--- src/tfc_defs.svh ---
`ifndef TFC_DEFS_SVH
`define TFC_DEFS_SVH

// queue geometry
`define TFC_DEPTH 8
`define TFC_CNT_W 4
`define TFC_PTR_W 3
// word layout
`define TFC_ADDR_W 16
`define TFC_DATA_W 8
`define TFC_XINFO_W 8
// branch source correction: prior address minus this
`define TFC_BRANCH_ADJ 16'h0002
// reset values
`define TFC_ZERO_WORD 16'h0000
`define TFC_ZERO_BYTE 8'h00
`define TFC_ZERO_CNT 4'h0

`endif

--- src/tfc_pkg.sv ---
package tfc_pkg;
	// capture sequencer states
	typedef enum logic [1:0] {
		TFC_IDLE,
		TFC_WAIT_TRIG,
		TFC_CAPTURE
	} tfc_state_t;

	// core change-of-flow and bus view
	typedef struct packed {
		logic cofDest;
		logic cofBranch;
		logic [15:0] addr;
		logic [7:0] data;
	} tfc_core_t;

	// one queue entry as presented to the reader
	typedef struct packed {
		logic [15:0] word;
		logic [7:0] xinfo;
	} tfc_entry_t;
endpackage : tfc_pkg

--- src/tfc_entry_reg.sv ---
`include "tfc_defs.svh"

// one storage slot of the queue
module tfc_entry_reg (
	// clock and reset
	input wire logic clk,
	input wire logic rst_n,
	// write side
	input wire logic wrEn,
	input wire tfc_pkg::tfc_entry_t wrData,
	// stored value
	output tfc_pkg::tfc_entry_t slot
);
	tfc_pkg::tfc_entry_t slot_q;

	// hold until overwritten
	always_ff @(posedge clk) begin
		if (!rst_n) begin
			slot_q <= '0;
		end else if (wrEn) begin
			slot_q <= wrData;
		end
	end

	assign slot = slot_q;
endmodule : tfc_entry_reg

--- src/tfc_word_mux.sv ---
`include "tfc_defs.svh"

// builds the word to store from the core buses and mode
module tfc_word_mux (
	// mode
	input wire logic eventOnly,
	// core view
	input wire tfc_pkg::tfc_core_t core,
	input wire logic [15:0] prevAddr,
	input wire logic [7:0] eventData,
	input wire logic [7:0] xinfoIn,
	// result
	output tfc_pkg::tfc_entry_t entry
);
	logic [15:0] branchSrc;
	logic [15:0] cofWord;

	// taken branch records its own source, prior address less two
	assign branchSrc = prevAddr - `TFC_BRANCH_ADJ; // [RULE7]
	assign cofWord = core.cofDest ? core.addr : branchSrc; // [RULE5] [RULE6]
	// event modes keep only the data byte, upper bytes forced zero
	assign entry.word = eventOnly ? {`TFC_ZERO_BYTE, eventData} : cofWord; // [RULE2] [RULE3] [RULE4]
	assign entry.xinfo = eventOnly ? `TFC_ZERO_BYTE : xinfoIn; // [RULE4]
endmodule : tfc_word_mux

--- src/trace_fifo_capture.sv ---
// Overview of operation
// RULE1: queue holds eight entries, written in capture order.
// RULE2: outside event-only modes entries are change-of-flow addresses.
// RULE3: event-only modes store only the triggering event's data byte.
// RULE4: event-only reads give zero upper byte and zero extended byte.
// RULE5: destination-type change of flow stores current core address.
// RULE6: taken conditional branch records the branch source address.
// RULE7: branch entry is previous-cycle address minus two.
// RULE8: begin mode stores nothing before trigger; allowed in every mode.
// RULE9: after begin trigger stay armed until eight words stored.
// RULE10: end-trigger is unavailable with event-only modes.
// RULE11: end mode stores change-of-flow entries continuously until trigger.
// RULE12: end trigger clears arm and armed flag, stops storing.
// RULE13: end-trigger landing on change-of-flow is itself stored.
// RULE14: host reads only while enabled and disarmed.
// RULE15: entries return oldest first.
// RULE16: with break request disabled, breakpoint type is ignored.
// RULE17: host should match opcode qualify select to breakpoint type.
// RULE18: mismatched end settings: tag late after stop, force early; here both come at the stop, the tag only on a fetched trigger.
// RULE19: host should not choose tag type in begin runs.
// RULE20: begin runs raise break request when queue becomes full.
// RULE21: valid entry count kept, decremented per host read.
`include "tfc_defs.svh"

module trace_fifo_capture #(
	parameter int DEPTH = `TFC_DEPTH
) (
	// clock and reset
	input wire logic clk,
	input wire logic rst_n,
	// control bits
	input wire logic traceUnitEnable,
	input wire logic armSet,
	input wire logic armClear,
	input wire logic beginMode,
	input wire logic eventOnly,
	input wire logic cpuBreakRequestEnable,
	input wire logic breakTagType,
	input wire logic opcodeQualifySelect,
	// trigger from comparators (same clock)
	input wire logic trigger,
	input wire logic trigOnFetch,
	// core buses
	input wire tfc_pkg::tfc_core_t core,
	input wire logic [7:0] coreXinfo,
	// host read port
	input wire logic readReq,
	output tfc_pkg::tfc_entry_t readData,
	output logic readValid,
	// status
	output logic armControl,
	output logic armedFlag,
	output logic [3:0] validEntryCount,
	output logic breakForce,
	output logic breakTag
);
	// depth is fixed by the pointer and count widths below
	if (DEPTH != `TFC_DEPTH) begin : g_depthChk
		$error("trace queue depth must be eight");
	end

	// sequencer
	tfc_pkg::tfc_state_t state_q, state_d;
	logic arm_q, arm_d;
	logic [3:0] count_q, count_d;
	// address pipeline
	logic [15:0] prevAddr_q;
	// queue pointers and fill level
	logic [2:0] wrPtr_q, wrPtr_d;
	logic [2:0] rdPtr_q, rdPtr_d;
	logic [3:0] fill_q, fill_d;
	// storage
	tfc_pkg::tfc_entry_t newEntry;
	tfc_pkg::tfc_entry_t slots [DEPTH];
	logic [DEPTH-1:0] slotWr;
	// read port
	tfc_pkg::tfc_entry_t readData_q, readData_d;
	tfc_pkg::tfc_entry_t rdSlot;
	logic readValid_q;
	// break request
	logic breakForce_q, breakForce_d;
	logic breakTag_q, breakTag_d;
	logic breakArmed;
	logic breakOnFull;
	logic breakOnStop;
	logic tagOnStop;
	logic endTagOk;

	// control decodes
	logic cofAny;
	logic endMode;
	logic beginRun;
	logic beginTrig;
	logic endTrig;
	logic storeOk;
	logic store;
	logic newRun;
	logic wrapNow;
	logic rdStep;
	logic hostAccess;
	logic doRead;
	logic fullNow;

	assign cofAny = core.cofDest | core.cofBranch;
	// end mode refused when event-only is chosen
	assign endMode = !beginMode && !eventOnly; // [RULE10]
	// every other run fills once and stops, event modes included
	assign beginRun = !endMode;
	assign beginTrig = (state_q == tfc_pkg::TFC_WAIT_TRIG) && trigger;
	assign endTrig = arm_q && endMode && trigger && (state_q == tfc_pkg::TFC_CAPTURE);
	// event modes capture on the event, others on change of flow
	assign storeOk = eventOnly ? trigger : cofAny;
	// begin: store from trigger onward; end: until trigger, trigger on cof kept
	assign store = traceUnitEnable && arm_q && storeOk &&
		((state_q == tfc_pkg::TFC_CAPTURE) || beginTrig); // [RULE8] [RULE11] [RULE13]
	assign hostAccess = traceUnitEnable && !arm_q; // [RULE14]
	assign doRead = hostAccess && readReq && (count_q != `TFC_ZERO_CNT);
	// the eighth store of a fill-once run is the last
	assign fullNow = beginRun && store && (fill_q == 4'(DEPTH - 1)); // [RULE9]
	// a fresh arm empties the queue before anything lands
	assign newRun = arm_d && !arm_q;
	// end runs keep the newest eight, so a store into a full queue drops the oldest
	assign wrapNow = store && (fill_q == 4'(DEPTH));
	// breakpoint type only matters when break request is enabled
	assign breakArmed = cpuBreakRequestEnable; // [RULE16]
	// tag type without qualification needs a fetched trigger in the stop cycle, else no tag
	assign endTagOk = breakTagType ? (opcodeQualifySelect || trigOnFetch) : 1'b1; // [RULE18]

	// entry builder
	tfc_word_mux u_mux (
		.eventOnly(eventOnly),
		.core(core),
		.prevAddr(prevAddr_q),
		.eventData(core.data),
		.xinfoIn(coreXinfo),
		.entry(newEntry)
	);

	// eight storage slots, one-hot write at the write pointer
	for (genvar i = 0; i < DEPTH; i++) begin : g_slot
		assign slotWr[i] = store && (wrPtr_q == 3'(i)); // [RULE1]
		tfc_entry_reg u_slot (
			.clk(clk),
			.rst_n(rst_n),
			.wrEn(slotWr[i]),
			.wrData(newEntry),
			.slot(slots[i])
		);
	end

	// sequencer next state
	always_comb begin
		state_d = state_q;
		arm_d = arm_q;
		if (armSet && traceUnitEnable) begin
			arm_d = 1'b1;
		end
		unique case (state_q)
			tfc_pkg::TFC_IDLE: begin
				if (arm_d && !arm_q) begin
					state_d = (beginMode || eventOnly) ? tfc_pkg::TFC_WAIT_TRIG
						: tfc_pkg::TFC_CAPTURE;
				end
			end
			tfc_pkg::TFC_WAIT_TRIG: begin
				if (beginTrig) begin
					state_d = tfc_pkg::TFC_CAPTURE; // [RULE8]
				end
			end
			tfc_pkg::TFC_CAPTURE: begin
				if (endTrig) begin
					arm_d = 1'b0; // [RULE12]
					state_d = tfc_pkg::TFC_IDLE;
				end
			end
			// unused code: fall back to idle and disarm
			default: begin
				state_d = tfc_pkg::TFC_IDLE;
				arm_d = 1'b0;
			end
		endcase
		// begin run stays armed until eight stored
		if (fullNow) begin
			arm_d = 1'b0; // [RULE9]
			state_d = tfc_pkg::TFC_IDLE;
		end
		if (armClear || !traceUnitEnable) begin
			arm_d = 1'b0;
			state_d = tfc_pkg::TFC_IDLE;
		end
	end

	// count: new arm empties queue, stores add, reads drain
	always_comb begin
		count_d = count_q;
		if (arm_d && !arm_q) begin
			count_d = `TFC_ZERO_CNT;
		end else if (store && count_q != 4'(DEPTH)) begin
			count_d = count_q + 4'h1;
		end else if (doRead) begin
			count_d = count_q - 4'h1; // [RULE21]
		end
	end

	// sequencer state register
	always_ff @(posedge clk) begin
		if (!rst_n) begin
			state_q <= tfc_pkg::TFC_IDLE;
		end else begin
			state_q <= state_d;
		end
	end

	// arm register, shown on both arm status outputs
	always_ff @(posedge clk) begin
		if (!rst_n) begin
			arm_q <= 1'b0;
		end else begin
			arm_q <= arm_d;
		end
	end

	// valid entry count register
	always_ff @(posedge clk) begin
		if (!rst_n) begin
			count_q <= `TFC_ZERO_CNT;
		end else begin
			count_q <= count_d; // [RULE21]
		end
	end

	// address pipeline for branch source recovery
	always_ff @(posedge clk) begin
		if (!rst_n) begin
			prevAddr_q <= `TFC_ZERO_WORD;
		end else begin
			prevAddr_q <= core.addr; // [RULE7]
		end
	end

	// pointer and fill next values; a wrap moves the oldest mark along
	assign rdStep = wrapNow || doRead;
	assign wrPtr_d = newRun ? 3'h0 : (store ? wrPtr_q + 3'h1 : wrPtr_q); // [RULE1]
	assign rdPtr_d = newRun ? 3'h0 : (rdStep ? rdPtr_q + 3'h1 : rdPtr_q); // [RULE15]
	assign fill_d = newRun ? `TFC_ZERO_CNT : ((store && !wrapNow) ? fill_q + 4'h1 : fill_q);

	// write pointer, next free slot
	always_ff @(posedge clk) begin
		if (!rst_n) begin
			wrPtr_q <= 3'h0;
		end else begin
			wrPtr_q <= wrPtr_d;
		end
	end

	// read pointer, always at the oldest entry
	always_ff @(posedge clk) begin
		if (!rst_n) begin
			rdPtr_q <= 3'h0;
		end else begin
			rdPtr_q <= rdPtr_d;
		end
	end

	// fill level of the current run
	always_ff @(posedge clk) begin
		if (!rst_n) begin
			fill_q <= `TFC_ZERO_CNT;
		end else begin
			fill_q <= fill_d;
		end
	end

	// read data: the slot at the read pointer, taken on an accepted read
	assign rdSlot = slots[rdPtr_q];
	assign readData_d = doRead ? rdSlot : readData_q; // [RULE15]

	// one-cycle valid after an accepted request
	always_ff @(posedge clk) begin
		if (!rst_n) begin
			readValid_q <= 1'b0;
		end else begin
			readValid_q <= doRead; // [RULE14]
		end
	end

	// data holds until the next accepted read
	always_ff @(posedge clk) begin
		if (!rst_n) begin
			readData_q <= '0;
		end else begin
			readData_q <= readData_d;
		end
	end

	// cpu break request; begin runs break on full, end runs on stop
	assign breakOnFull = breakArmed && fullNow; // [RULE20]
	// force with qualification lands as stop occurs, a known hazard
	assign breakOnStop = breakArmed && endTrig && !breakTagType; // [RULE18]
	assign tagOnStop = breakArmed && endTrig && breakTagType && endTagOk; // [RULE18]
	assign breakForce_d = breakOnFull || breakOnStop;
	assign breakTag_d = tagOnStop;

	// force pulse, one cycle
	always_ff @(posedge clk) begin
		if (!rst_n) begin
			breakForce_q <= 1'b0;
		end else begin
			breakForce_q <= breakForce_d;
		end
	end

	// tag pulse, one cycle
	always_ff @(posedge clk) begin
		if (!rst_n) begin
			breakTag_q <= 1'b0;
		end else begin
			breakTag_q <= breakTag_d;
		end
	end

	// status outputs straight from registers
	assign readData = readData_q;
	assign readValid = readValid_q;
	assign armControl = arm_q;
	assign armedFlag = arm_q; // [RULE12]
	assign validEntryCount = count_q;
	assign breakForce = breakForce_q;
	assign breakTag = breakTag_q;
endmodule : trace_fifo_capture

--- config.mk ---
export PLATFORM = sky130hd
export DESIGN_NAME = trace_fifo_capture
export DESIGN_NICKNAME = d
export VERILOG_FILES = /design/src/tfc_pkg.sv /design/src/tfc_entry_reg.sv /design/src/tfc_word_mux.sv /design/src/trace_fifo_capture.sv
export VERILOG_INCLUDE_DIRS = /design/src
export SDC_FILE = /design/constraint.sdc
export NUM_CORES = 1
export LEC_CHECK = 0
export BUFFER_PORTS_ARGS = -buffer_cell sky130_fd_sc_hd__buf_2
export CORE_MARGIN = 2
export CORE_UTILIZATION = 61
export DETAILED_ROUTE_END_ITERATION = 16
export PLACE_DENSITY = 0.8
export SYNTH_ARGS = -nofsm -noshare
export SYNTH_HDL_FRONTEND = slang
export SYNTH_HIERARCHICAL = 1
export SYNTH_SLANG_ARGS = --single-unit
export TNS_END_PERCENT = 20
--- constraint.sdc ---
create_clock -name clk -period 3.7 [get_ports clk]
set_clock_uncertainty 0.05 [all_clocks]
set_input_delay 0.37 -clock clk [delete_from_list [all_inputs] [get_ports clk]]
set_output_delay 0.37 -clock clk [all_outputs]
set_load 0.1 [all_outputs]
Word-level counts from Yosys, hierarchy flattened

Index checks and enable logic that the tools add are counted.
W data, S select, Z words.

Register bits after elaboration: 252
Input bits: 47
Word-level logic and storage cells: 126

Add/subtract/negate cells: 6
Magnitude comparators: 1
Equality and inequality tests: 15
Mux-type cells: 20
Bitwise gates (word level): 3
Reduce and logical (&&, ||, !) cells: 53

Operator list:

| kind                    | count |
|---|---|
| $bmux W24 S3            | 1 |
| $mux W24                | 2 |
| $logic_and A1 B1 Y1     | 32 |
| $mux W16                | 2 |
| $sub A16 B2 Y16 const B | 1 |
| $eq A3 B3 Y1 const B    | 4 |
| $add A4 B1 Y4 const B   | 2 |
| $mux W2                 | 4 |
| $mux W4                 | 2 |
| $mux W8                 | 1 |
| $logic_not A1 Y1        | 7 |
| $add A3 B1 Y3 const B   | 2 |
| $eq A3 B2 Y1 const B    | 2 |
| $logic_or A1 B1 Y1      | 6 |
| $mux W1                 | 6 |
| $ne A2 B2 Y1 const B    | 3 |
| $pmux W2 S3             | 1 |
| $eq A4 B3 Y1 const B    | 1 |
| $eq A4 B4 Y1 const B    | 1 |
| $ge A4 B4 Y1 const B    | 1 |
| $ne A4 B4 Y1 const B    | 1 |
| $not A3 Y4              | 1 |
| $reduce_bool A4 Y1      | 1 |
| $reduce_or A2 Y1        | 2 |
| other kinds (12)        | 12 |

Depth between registers and ports, before layout

Gate-level depths: netlist of run 1.

Word-level depth: 11
Mapped depth: 9
Mapped depth without buffers: 8

Hierarchy

Netlist of run 1, hierarchy kept.

Modules (own cells, without submodules):

| module             | times used | cells each | area an instance (um2) | seq. area each (um2) |
|---|---|---|---|---|
| tfc_entry_reg      | 8          | 77         | 929.6                  | 480.5 |
| trace_fifo_capture | 1          | 373        | 3,823.7                | 1,201.2 |
| tfc_word_mux       | 1          | 102        | 631.9                  | 0.0 |

Worst setup path after synthesis of run 1

OpenSTA, ideal clock, no wires.

Kind: reg2reg
From: register arm_q, in the netlist armControl
To: register count_q[3], in the netlist validEntryCount[3]
Data arrival time: 3,156 ps
Required time: 3,538 ps
Slack: 382 ps
Stages on the path, launching flop included: 10
Buffers on the path: 1
Period minus slack after synthesis: 3,318 ps
Path through: dfxtp_1 > nand2_1 > a2111oi_2 > clkbuf_1 > nand2_1 > ha_1 > a21o_1 > a21oi_1 > mux2i_1 > a2111oi_1

Longest elaborated chain between the ends: 9
Elaborated cells on any way between the ends: 22

RTL lines:

| element                                             | RTL line                                             | RTL |
|---|---|---|
| start, declared                                     | trace_fifo_capture.sv:64                             | `logic arm_q, arm_d;` |
| start signal, assigned                              | trace_fifo_capture.sv:219                            | `arm_q <= arm_d;` |
| $logic_and A1 B1 Y1 (on tied branches) (3 in a row) | trace_fifo_capture.sv:110, trace_fifo_capture.sv:114 |  |
| $mux W1 or $logic_and A1 B1 Y1 (tied branches)      | trace_fifo_capture.sv:171, trace_fifo_capture.sv:119 |  |
| $pmux W1 S2 or $logic_and A1 B1 Y1 (tied branches)  | trace_fifo_capture.sv:158, trace_fifo_capture.sv:119 |  |
| $mux W1                                             | trace_fifo_capture.sv:183                            | `if (fullNow) begin` |
| $mux W1                                             | trace_fifo_capture.sv:187                            | `if (armClear \|\| !traceUnitEnable) begin` |
| $logic_and A1 B1 Y1                                 | trace_fifo_capture.sv:196                            | `if (arm_d && !arm_q) begin` |
| $reduce_or A2 Y1 (no line)                          | n/a                                                  |  |
| end signal, assigned                                | trace_fifo_capture.sv:226                            | `` count_q <= `TFC_ZERO_CNT; `` |
| end signal, assigned                                | trace_fifo_capture.sv:228                            | `count_q <= count_d;` |
| end, declared                                       | trace_fifo_capture.sv:65                             | `logic [3:0] count_q, count_d;` |

Several ways; a longest one is shown, not always the timed one.
A chain may end at the register's enable or synchronous reset.

Worst setup path in the final report of run 1

From: register state_q[0]
To: register count_q[3], in the netlist validEntryCount[3]

Longest elaborated chain between the ends: 10
Elaborated cells on any way between the ends: 19

RTL lines:

| element                                               | RTL line                  | RTL |
|---|---|---|
| start, declared                                       | trace_fifo_capture.sv:63  | `tfc_pkg::tfc_state_t state_q, state_d;` |
| start signal, assigned                                | trace_fifo_capture.sv:208 | `state_q <= tfc_pkg::TFC_IDLE;` |
| start signal, assigned                                | trace_fifo_capture.sv:210 | `state_q <= state_d;` |
| branches (longest 10 deep; another with $eq A2 B2 Y1) | n/a                       |  |

Parallel ways; which one is timed is not known.

==> results.yml, run 1 <==
outcome:
  outcome: "completed"
flow_run:
  cap_violations: 0
timing:
  final.setup.tns_ps: 0
  finalSetupViolations: 0
  grt_setup_unrepaired: "no"
  fin_crit_ps: 2580
  tightest_slew_ps: 1120
  finalCritPeriodShare: 0.698
  whs_ps: 11.3
  final-hold-violation-count: 0
  maxSlewHeadroom: 0.247
  drv_slew: 0
  fmax_mhz: 387
place:
  dpl.hpwl_mm: 15.6
  placed_cells: 1374
  port_buffers: 79
  finalWeightedCongestion: 0.850
finish:
  n_antenna_cell: 0
  nets: 1203
  nFillCells: 1478
  multiInputGateArea_mm2: 0.00613
  regArea_mm2: 0.00505
  syn2layout_area_growth_pct: 10.7
  drive_above_1_share: 0.179
  final_cells: 1426
cts:
  cts_buffers: 26
  post_cts_buffers: 0
  clkTransAtPathRegs_ps: 60
  clockBufferDepth: 3
  clkLatencyLatePin_ps: 540
  cts_tree: "built"
  cts_num_sinks: 252
  htree_levels: 1
  cts_resized: 0
  root_buffer: "clkbuf_16"
  hold_buffers: 3
yosys:
  synth_cell_type_count: 53
  synth.net_count: 1151
  netlist_area_mm2: 0.0119
  async_flop_share: 0
  synth_area_leaders: "dfxtp_1 (42%), mux2i_1 (17%), nor2b_1 (11%), mux4_2 (9.1%), buf_12 (2.7%)"
  ys.flop_type: "dfxtp_1"
  yosysTopAreaCellShare: 0.424
  synth_edf_count: 0
  synth-seq-cells: 252
  avgSynthCellArea_um2: 10.9
  yosysTopAreaCell: "dfxtp_1"
  synthCells: 1091
  yosysWarnings: 6
  ys_seq_area_frac: 0.424
drt:
  num_vias: 8097
  drt_iter0_drc: 492
  drc: 0
  first_pass_iters: 5
  finalWirelength_mm: 26.4
  vias_per_cell: 5.68
  antenna_left: 0
  wire_per_inst_um: 18.5
grt:
  grt_max_degree: 113
  grt_pass1_wl_mm: 41.5
  grt_pass1_vias: 7897
  overflow: 0
  antenna_found_initial: 0
  track_usage: 0.255
critical_path:
  path_max_fanout: 8
  crit_required_ps: 4060
  startpoint_type: "flop"
  criticalPathCategory: "flop to flop"
  end_kind: "flop"
  cp.arrival_ps: 2940
die:
  die_width_um: 144
  num_io_pins: 80
  dieHeight_um: 144
  core-area_mm2: 0.0193
  die-area_mm2: 0.0206
  initial_utilization: 0.617
  core.rowCount: 51
min_path:
  hp-class: "input pin to flop"
power:
  p_leak_nw: 4.34
  power.density_mw_per_mm2: 426
  ir_worst_vdd_mv: 0.303
-- cell families (layout without fill, tap and decap cells) --
kind of cell / count (synthesis) / count (layout) / synth area share
multiplexers: 252 / 252 / 0.263
XOR/XNOR: 11 / 11 / 0.00810
flip-flops: 252 / 252 / 0.424
AND/OR/NAND/NOR: 343 / 343 / 0.167
buffers and inverters: 102 / 172 / 0.0615
AO/OA/AOI/OAI: 118 / 118 / 0.0625
adder cells (fa/ha/maj): 13 / 13 / 0.0143
-- state kept, by name, summed over array words and instances, names as in the netlist, 2 cells and up --
name and count:
validEntryCount 4, wrPtr_q 3, state_q 2, readData 24
g_slot.u_slot/slot 192, prevAddr_q 16, fill_q 4, rdPtr_q 3
-- cell usage in the layout, fill, tap and decap left out, types with 7 or more instances in the layout --
cell	instances
o21a_1	8
nor3_1	8
clkbuf_16	26
xor2_1	8
nor2_1	8
mux2i_1	202
dfxtp_1	250
a21oi_1	20
nor4_1	7
nor2b_1	202
ha_1	12
o211ai_1	13
buf_4	12
mux4_2	48
nand2_1	65
and2_1	16
o21ai_0	35
buf_2	78
buf_12	9
a31oi_1	24
inv_1	20
-- layer usage --
layer | wire [µm] | global-route usage
met2 | 12400 | 0.425
met4 | 470 | 0.0686
met5 | 0 | 0
met3 | 1080 | 0.0313
met1 | 12400 | 0.353
-- power by group --
| part | switching, mW | leakage (nW) | internal (mW) |
|---|---|---|---|
| clock network | 1.06 | 0.427 | 1.55 |
| registers | 0.0109 | 2.03 | 2.72 |
| logic | 0.163 | 1.87 | 0.108 |
| total | 1.23 | 4.34 | 4.38 |
-- area by class of cell --
| class | instances | area share |
|---|---|---|
| Clock buffer | 36 | 0.0568 |
| Clock inverter | 10 | 0.00865 |
| Inverter | 21 | 0.00599 |
| Multi-Input combinational cell | 737 | 0.465 |
| Sequential cell | 252 | 0.383 |
| Tap cell | 265 | 0.0252 |
| Timing Repair Buffer | 105 | 0.0547 |
-- cell usage after synthesis (all sizes together) (3+ instances only) --
cell	count
or3	5
clkbuf	44
xor2	8
o21a	8
nor4	7
a31oi	24
nor2	8
o21ai	36
a21oi	21
nand3b	4
o211ai	13
and2	19
buf	37
xnor2	3
nor2b	202
or4	3
a2111oi	6
nand2b	3
mux2i	202
dfxtp	252
inv	20
and3	9
nor3	8
ha	12
nand2	65
mux4	48
-- per-stage QoR --
| step | util | power, mW | area, µm² | worst slack [ps] |
|---|---|---|---|---|
| 6_report | 0.683 | 5.61 | 13200 | 1120 |
| 3_3_place_gp | 0.636 | 3.05 | 12200 | 1240 |
| 5_1_grt | 0.683 | 5.80 | 13200 | 875 |
| 4_1_cts | 0.682 | 5.64 | 13100 | 1130 |
| 2_1_floorplan | - | 2.97 | 11900 | 382 |
| 3_5_place_dp | 0.636 | 3.06 | 12200 | 1130 |
-- worst max-delay path, cell delays in order (launching register included) --
cell,delay [ps]
dfxtp_1,370
nand2b_1,190
a2111oi_2,450
nand2_1,190
ha_1,310
a21o_1,170
a21oi_1,260
mux2i_1,120
a2111oi_1,380
-- path summary, 6_finish.rpt --
| kind | start | endpoint | slack [ps] | depth (start not counted) |
|---|---|---|---|---|
| worst max register to register | state_q[0]$_SDFFE_PP0P_ | validEntryCount[3]$_SDFFE_PP0P_ | 1120 | 8 |
| worst min-delay path | core[16] | prevAddr_q[8]$_SDFF_PN0_ | 10 | 2 |
| worst min register to register | g_slot[2].u_slot/slot[17]$_SDFFE_PN0P_ | g_slot[2].u_slot/slot[17]$_SDFFE_PN0P_ | 460 | 2 |
| worst max-delay path | state_q[0]$_SDFFE_PP0P_ | validEntryCount[3]$_SDFFE_PP0P_ | 1120 | 8 |
(Power assumes the default switching activity.)
==> run 2, diff against run 1 <==
==> constraint.sdc (replaced) <==
create_clock -name clk -period 2.5 [get_ports clk]
set_clock_uncertainty 0.05 [all_clocks]
set_input_delay 0.25 -clock clk [delete_from_list [all_inputs] [get_ports clk]]
set_output_delay 0.25 -clock clk [all_outputs]
set_load 0.1 [all_outputs]
==> run 2 against run 1 <==
Critical path depth stayed put. Count of clock-buffer cells in the layout is 2 higher. Power is 50% higher. First-iteration DRC count is 10% lower. Global-route usage is 0.26 points higher. Largest cell class unchanged.
==> results.yml, run 2 (synthesis results as in run 1) <==
outcome:
  outcome: "completed"
die:
  num_io_pins: 80
  core.rowCount: 51
  initial_utilization: 0.617
  die_width_um: 144
  dieHeight_um: 144
  core-area_mm2: 0.0193
  die-area_mm2: 0.0206
finish:
  syn2layout_area_growth_pct: 14.0
  multiInputGateArea_mm2: 0.00615
  design_area_mm2: 0.0136
  regArea_mm2: 0.00506
  nets: 1237
  final_common_cell: "dfxtp_1"
  drive_above_1_share: 0.196
  largest_reg_flops: 192
  final_cell_mix: "dfxtp_1 (245), nor2b_1 (202), mux2i_1 (202), buf_2 (78), nand2_1 (63)"
  n_antenna_cell: 0
  nFillCells: 1435
grt:
  antenna_found_initial: 0
  grt_pass1_vias: 8231
  grt_pass1_wl_mm: 42.4
  grt_max_degree: 138
  track_usage: 0.258
  overflow: 0
critical_path:
  regToRegSetupSlack_ps: 150
  cp.arrival_ps: 2720
  path_max_fanout: 6
  r2r-end: "validEntryCount[3]$_SDFFE_PP0P_"
  end_kind: "flop"
  r2r_cells: 8
  criticalPathCategory: "flop to flop"
  crit_required_ps: 2860
  startpoint_type: "flop"
  r2r_start: "state_q[1]$_SDFFE_PP0P_"
timing:
  finalSetupViolations: 0
  fmax_mhz: 425
  maxSlewHeadroom: 0.578
  drv_slew: 0
  worst_slack_ps: 146
  fin_crit_ps: 2350
  whs_ps: 35.0
  final-hold-violation-count: 0
  finalCritPeriodShare: 0.942
  tightest_slew_ps: 628
min_path:
  worstHoldPathCells: 3
  whs_endpoint: "state_q[1]$_SDFFE_PP0P_"
  hp-class: "input pin to flop"
  min_from: "armClear"
power:
  p_leak_nw: 4.52
  power_switching_mw: 1.82
  power.density_mw_per_mm2: 621
  power_mw: 8.41
  p_sw_frac: 0.216
  p_seq_frac: 0.481
  ir_worst_vdd_mv: 0.548
  pwr-share-comb: 0.051
  internal-power_mw: 6.60
  clkPwrFrac: 0.468
place:
  port_buffers: 79
  dpl.hpwl_mm: 15.9
  placed_area_mm2: 0.0125
  place_ws_ps: 85.8
  finalWeightedCongestion: 0.802
drt:
  wl_met3_mm: 1.18
  top_layer_used: "met4"
  wl_met2_mm: 12.9
  first_pass_iters: 5
  drt_iter0_drc: 442
  wire_per_inst_um: 18.4
  antenna_left: 0
  met1_length_mm: 12.4
  finalWirelength_mm: 26.9
  num_vias: 8270
  vias_per_cell: 5.66
  drc: 0
flow_run:
  cap_violations: 0
cts:
  cts_buffers: 26
  cts_num_sinks: 252
  root_buffer: "clkbuf_16"
  clockBufferDepth: 3
  clkLatencyLatePin_ps: 520
  clkTransAtPathRegs_ps: 60
  htree_levels: 1
  cts_tree: "built"
-- run 2: worst max path at each step --
stage                                  startpoint                         endpoint  depth (start not counted)
after global placement    state_q[1]$_SDFFE_PP0P_  validEntryCount[3]$_SDFFE_PP0P_                          8
after CTS                 state_q[1]$_SDFFE_PP0P_  validEntryCount[3]$_SDFFE_PP0P_                          8
final                     state_q[1]$_SDFFE_PP0P_  validEntryCount[3]$_SDFFE_PP0P_                          8
after floorplan           state_q[0]$_SDFFE_PP0P_  validEntryCount[3]$_SDFFE_PP0P_                          9
after global routing      state_q[1]$_SDFFE_PP0P_  validEntryCount[3]$_SDFFE_PP0P_                          8
after detailed placement  state_q[1]$_SDFFE_PP0P_  validEntryCount[3]$_SDFFE_PP0P_                          8
-- run 2: cell type report --
| type | count | area share |
|---|---|---|
| clock buffers | 38 | 0.0581 |
| multi-input cells | 737 | 0.453 |
| clock inverters | 8 | 0.00683 |
| flip-flops and latches | 252 | 0.373 |
| well taps | 265 | 0.0245 |
| inverters | 21 | 0.00581 |
| repair buffers | 139 | 0.0784 |
-- run 2: metrics by stage --
stage	setup TNS (ps)	std cells	util
2_1_floorplan	0	1091	-
3_3_place_gp	0	1392	0.646
3_5_place_dp	0	1392	0.646
4_1_cts	0	1459	0.703
5_1_grt	-0.0262	1460	0.704
6_report	0	1460	0.704
-- run 2: what timing repair did --
item                                    4_1_cts  5_1_grt
gates resized for setup                       0        2
buffers inserted                              0        1
endpoints found under the setup margin        0        1
hold buffers                                 21        0
hold endpoints to repair                     19        0
-- run 2: worst max-delay path, stage by stage, from the launching register on --
cell and delay, ps:
dfxtp_2 350, nand3b_1 220, a2111oi_4 430, nand2_2 120
ha_1 280, a21o_1 190, a21oi_2 170, mux2i_1 90
a2111oi_1 330
-- run 2: layer usage --
metal	vias to the layer above	GRT usage
met1	4054	0.350
met5	-	0
met2	191	0.430
met3	42	0.0347
li1	3983	-
met4	0	0.0800
-- run 2: power groups by stage --
stage          logic, mW  clock network, mW  registers, mW
6_report           0.431               3.94           4.04
2_1_floorplan      0.244                  0           4.15
3_5_place_dp       0.398                  0           4.13
4_1_cts            0.425               4.00           4.04
5_1_grt            0.463               4.17           4.04
3_3_place_gp       0.396                  0           4.13
==> run 3, diff against run 2 <==
--- a/config.mk
+++ b/config.mk
@@ -8,9 +8,8 @@
 export LEC_CHECK = 0
 export BUFFER_PORTS_ARGS = -buffer_cell sky130_fd_sc_hd__buf_2
 export CORE_MARGIN = 2
-export CORE_UTILIZATION = 61
+export CORE_UTILIZATION = 33
 export DETAILED_ROUTE_END_ITERATION = 16
-export PLACE_DENSITY = 0.8
 export SYNTH_ARGS = -nofsm -noshare
 export SYNTH_HDL_FRONTEND = slang
 export SYNTH_HIERARCHICAL = 1
==> run 3 against run 2 <==
Global-route usage is 11 points lower. Register-to-register slack better by 80 ps. Design area increased by 2.6%. Largest power group is now the clock network. Highest routed layer unchanged.
==> results.yml, run 3 (synthesis results as in run 1) <==
finish:
  drive_above_1_share: 0.198
  largest_reg_flops: 192
  n_antenna_cell: 0
  final_cells: 1663
  final_common_cell: "dfxtp_1"
  final_cell_mix: "dfxtp_1 (245), nor2b_1 (202), mux2i_1 (202), buf_2 (78), nand2_1 (63)"
  nets: 1242
  syn2layout_area_growth_pct: 17.0
power:
  power.density_mw_per_mm2: 616
  ir_worst_vdd_mv: 0.550
  pwr-share-comb: 0.051
  internal-power_mw: 6.67
  p_leak_nw: 4.57
  clkPwrFrac: 0.477
  p_seq_frac: 0.472
  power_mw: 8.58
  p_sw_frac: 0.222
  power_switching_mw: 1.90
critical_path:
  startpoint_type: "flop"
  path_max_fanout: 9
  slowest_delay_ps: 600
  critPathBufInv: 0
  critical_path.top_delay_family: "simple AND/OR/NAND/NOR gates"
  path_cells: "or4_4 -> or3_1 -> a21o_1 -> a21oi_2 -> mux2i_1 -> nor2b_1"
  criticalPathCategory: "flop to flop"
  end_kind: "flop"
  cpMaxStageDelayCell: "or4_4"
  cp.arrival_ps: 2690
  crit_required_ps: 2920
place:
  place_ws_ps: 136
  dpl.hpwl_mm: 17.6
  finalWeightedCongestion: 0.781
  placed_cells: 1590
  port_buffers: 79
cts:
  cts_buffers: 28
  cts_num_sinks: 252
  root_buffer: "clkbuf_16"
  cts_tree: "built"
  htree_levels: 1
  clkTransAtPathRegs_ps: 60
  post_cts_buffers: 0
  clkLatencyLatePin_ps: 530
  clockBufferDepth: 3
die:
  core-area_mm2: 0.0356
  die_width_um: 194
  dieHeight_um: 194
  core.rowCount: 69
  die-area_mm2: 0.0376
  initial_utilization: 0.334
  num_io_pins: 80
outcome:
  outcome: "completed"
timing:
  fin_crit_ps: 2270
  tightest_slew_ps: 797
  final.setup.tns_ps: 0
  fmax_mhz: 440
  whs_ps: 49.2
  worst_slack_ps: 228
  grt_setup_unrepaired: "no"
  drv_slew: 0
  finalCritPeriodShare: 0.909
  finalSetupViolations: 0
  final-hold-violation-count: 0
  maxSlewHeadroom: 0.465
grt:
  grt_pass1_vias: 8303
  grt_pass1_wl_mm: 46.1
  track_usage: 0.150
  antenna_found_initial: 0
  overflow: 0
  grt_max_degree: 149
drt:
  finalWirelength_mm: 28.7
  vias_per_cell: 4.86
  drc: 0
  first_pass_iters: 4
  drt_iter0_drc: 461
  antenna_left: 0
  wire_per_inst_um: 17.3
  num_vias: 8075
flow_run:
  cap_violations: 0
min_path:
  hp-class: "input pin to flop"
## run 3: cell count changes in the layout (fill, tap and decap cells not counted), sizes merged
cell,change
dlygate4sd3,+2
clkinv,+1
buf,+1
bufinv,-1
clkinvlp,-1
clkbuf,+5
## run 3: power by group through the flow
stage	Sequential [mW]	Clock (mW)	Combinational, mW
6_report	4.05	4.09	0.439
5_1_grt	4.05	4.37	0.477
4_1_cts	4.05	4.18	0.440
3_5_place_dp	4.13	0	0.412
3_3_place_gp	4.13	0	0.411
2_1_floorplan	4.15	0	0.244
## run 3: path summary, 6_finish.rpt
path	from	endpoint	cells past startpoint	slack, ps
max	prevAddr_q[6]$_SDFF_PN0_	g_slot[4].u_slot/slot[16]$_SDFFE_PN0P_	6	230
min	traceUnitEnable	state_q[1]$_SDFFE_PP0P_	3	50
max reg2reg	prevAddr_q[6]$_SDFF_PN0_	g_slot[4].u_slot/slot[16]$_SDFFE_PN0P_	6	230
min reg2reg	state_q[1]$_SDFFE_PP0P_	state_q[0]$_SDFFE_PP0P_	1	460
## run 3: metrics by stage
stage | cell area, µm² | utilization
after floorplan | 11900 | -
after global placement | 12800 | 0.359
after detailed placement | 12800 | 0.359
after CTS | 13900 | 0.391
after global routing | 13900 | 0.391
final | 13900 | 0.391
## run 3: repair_timing
item / 4_1_cts / 5_1_grt
hold endpoints to repair: 21 / 0
hold buffers: 23 / 0
setup endpoints to repair: 0 / 1
resized for setup: 0 / 3
## run 3: layout make-up
class                      instances  area (µm²)
clock buffer                      43         860
clock inverter                     7        63.8
fill                            3454       21700
inverter                          21        78.8
multi-input combinational        737        6150
sequential                       252        5060
tap                              461         577
timing repair buffer             142        1130
## run 3: worst register-to-register path, cell delays in order (launching register included)
cell,delay [ps]
dfxtp_1,330
or4_4,600
or3_1,370
a21o_1,190
a21oi_2,380
mux2i_1,160
nor2b_1,120
## run 3: per-layer routing
metal  global-route usage  vias to the layer above  share of wire
li1                     -                     4015              -
met1                0.203                     3913           0.48
met2                0.252                      124           0.46
met3               0.0242                       23          0.044
met4               0.0309                        0          0.010
met5                    0                        -              0
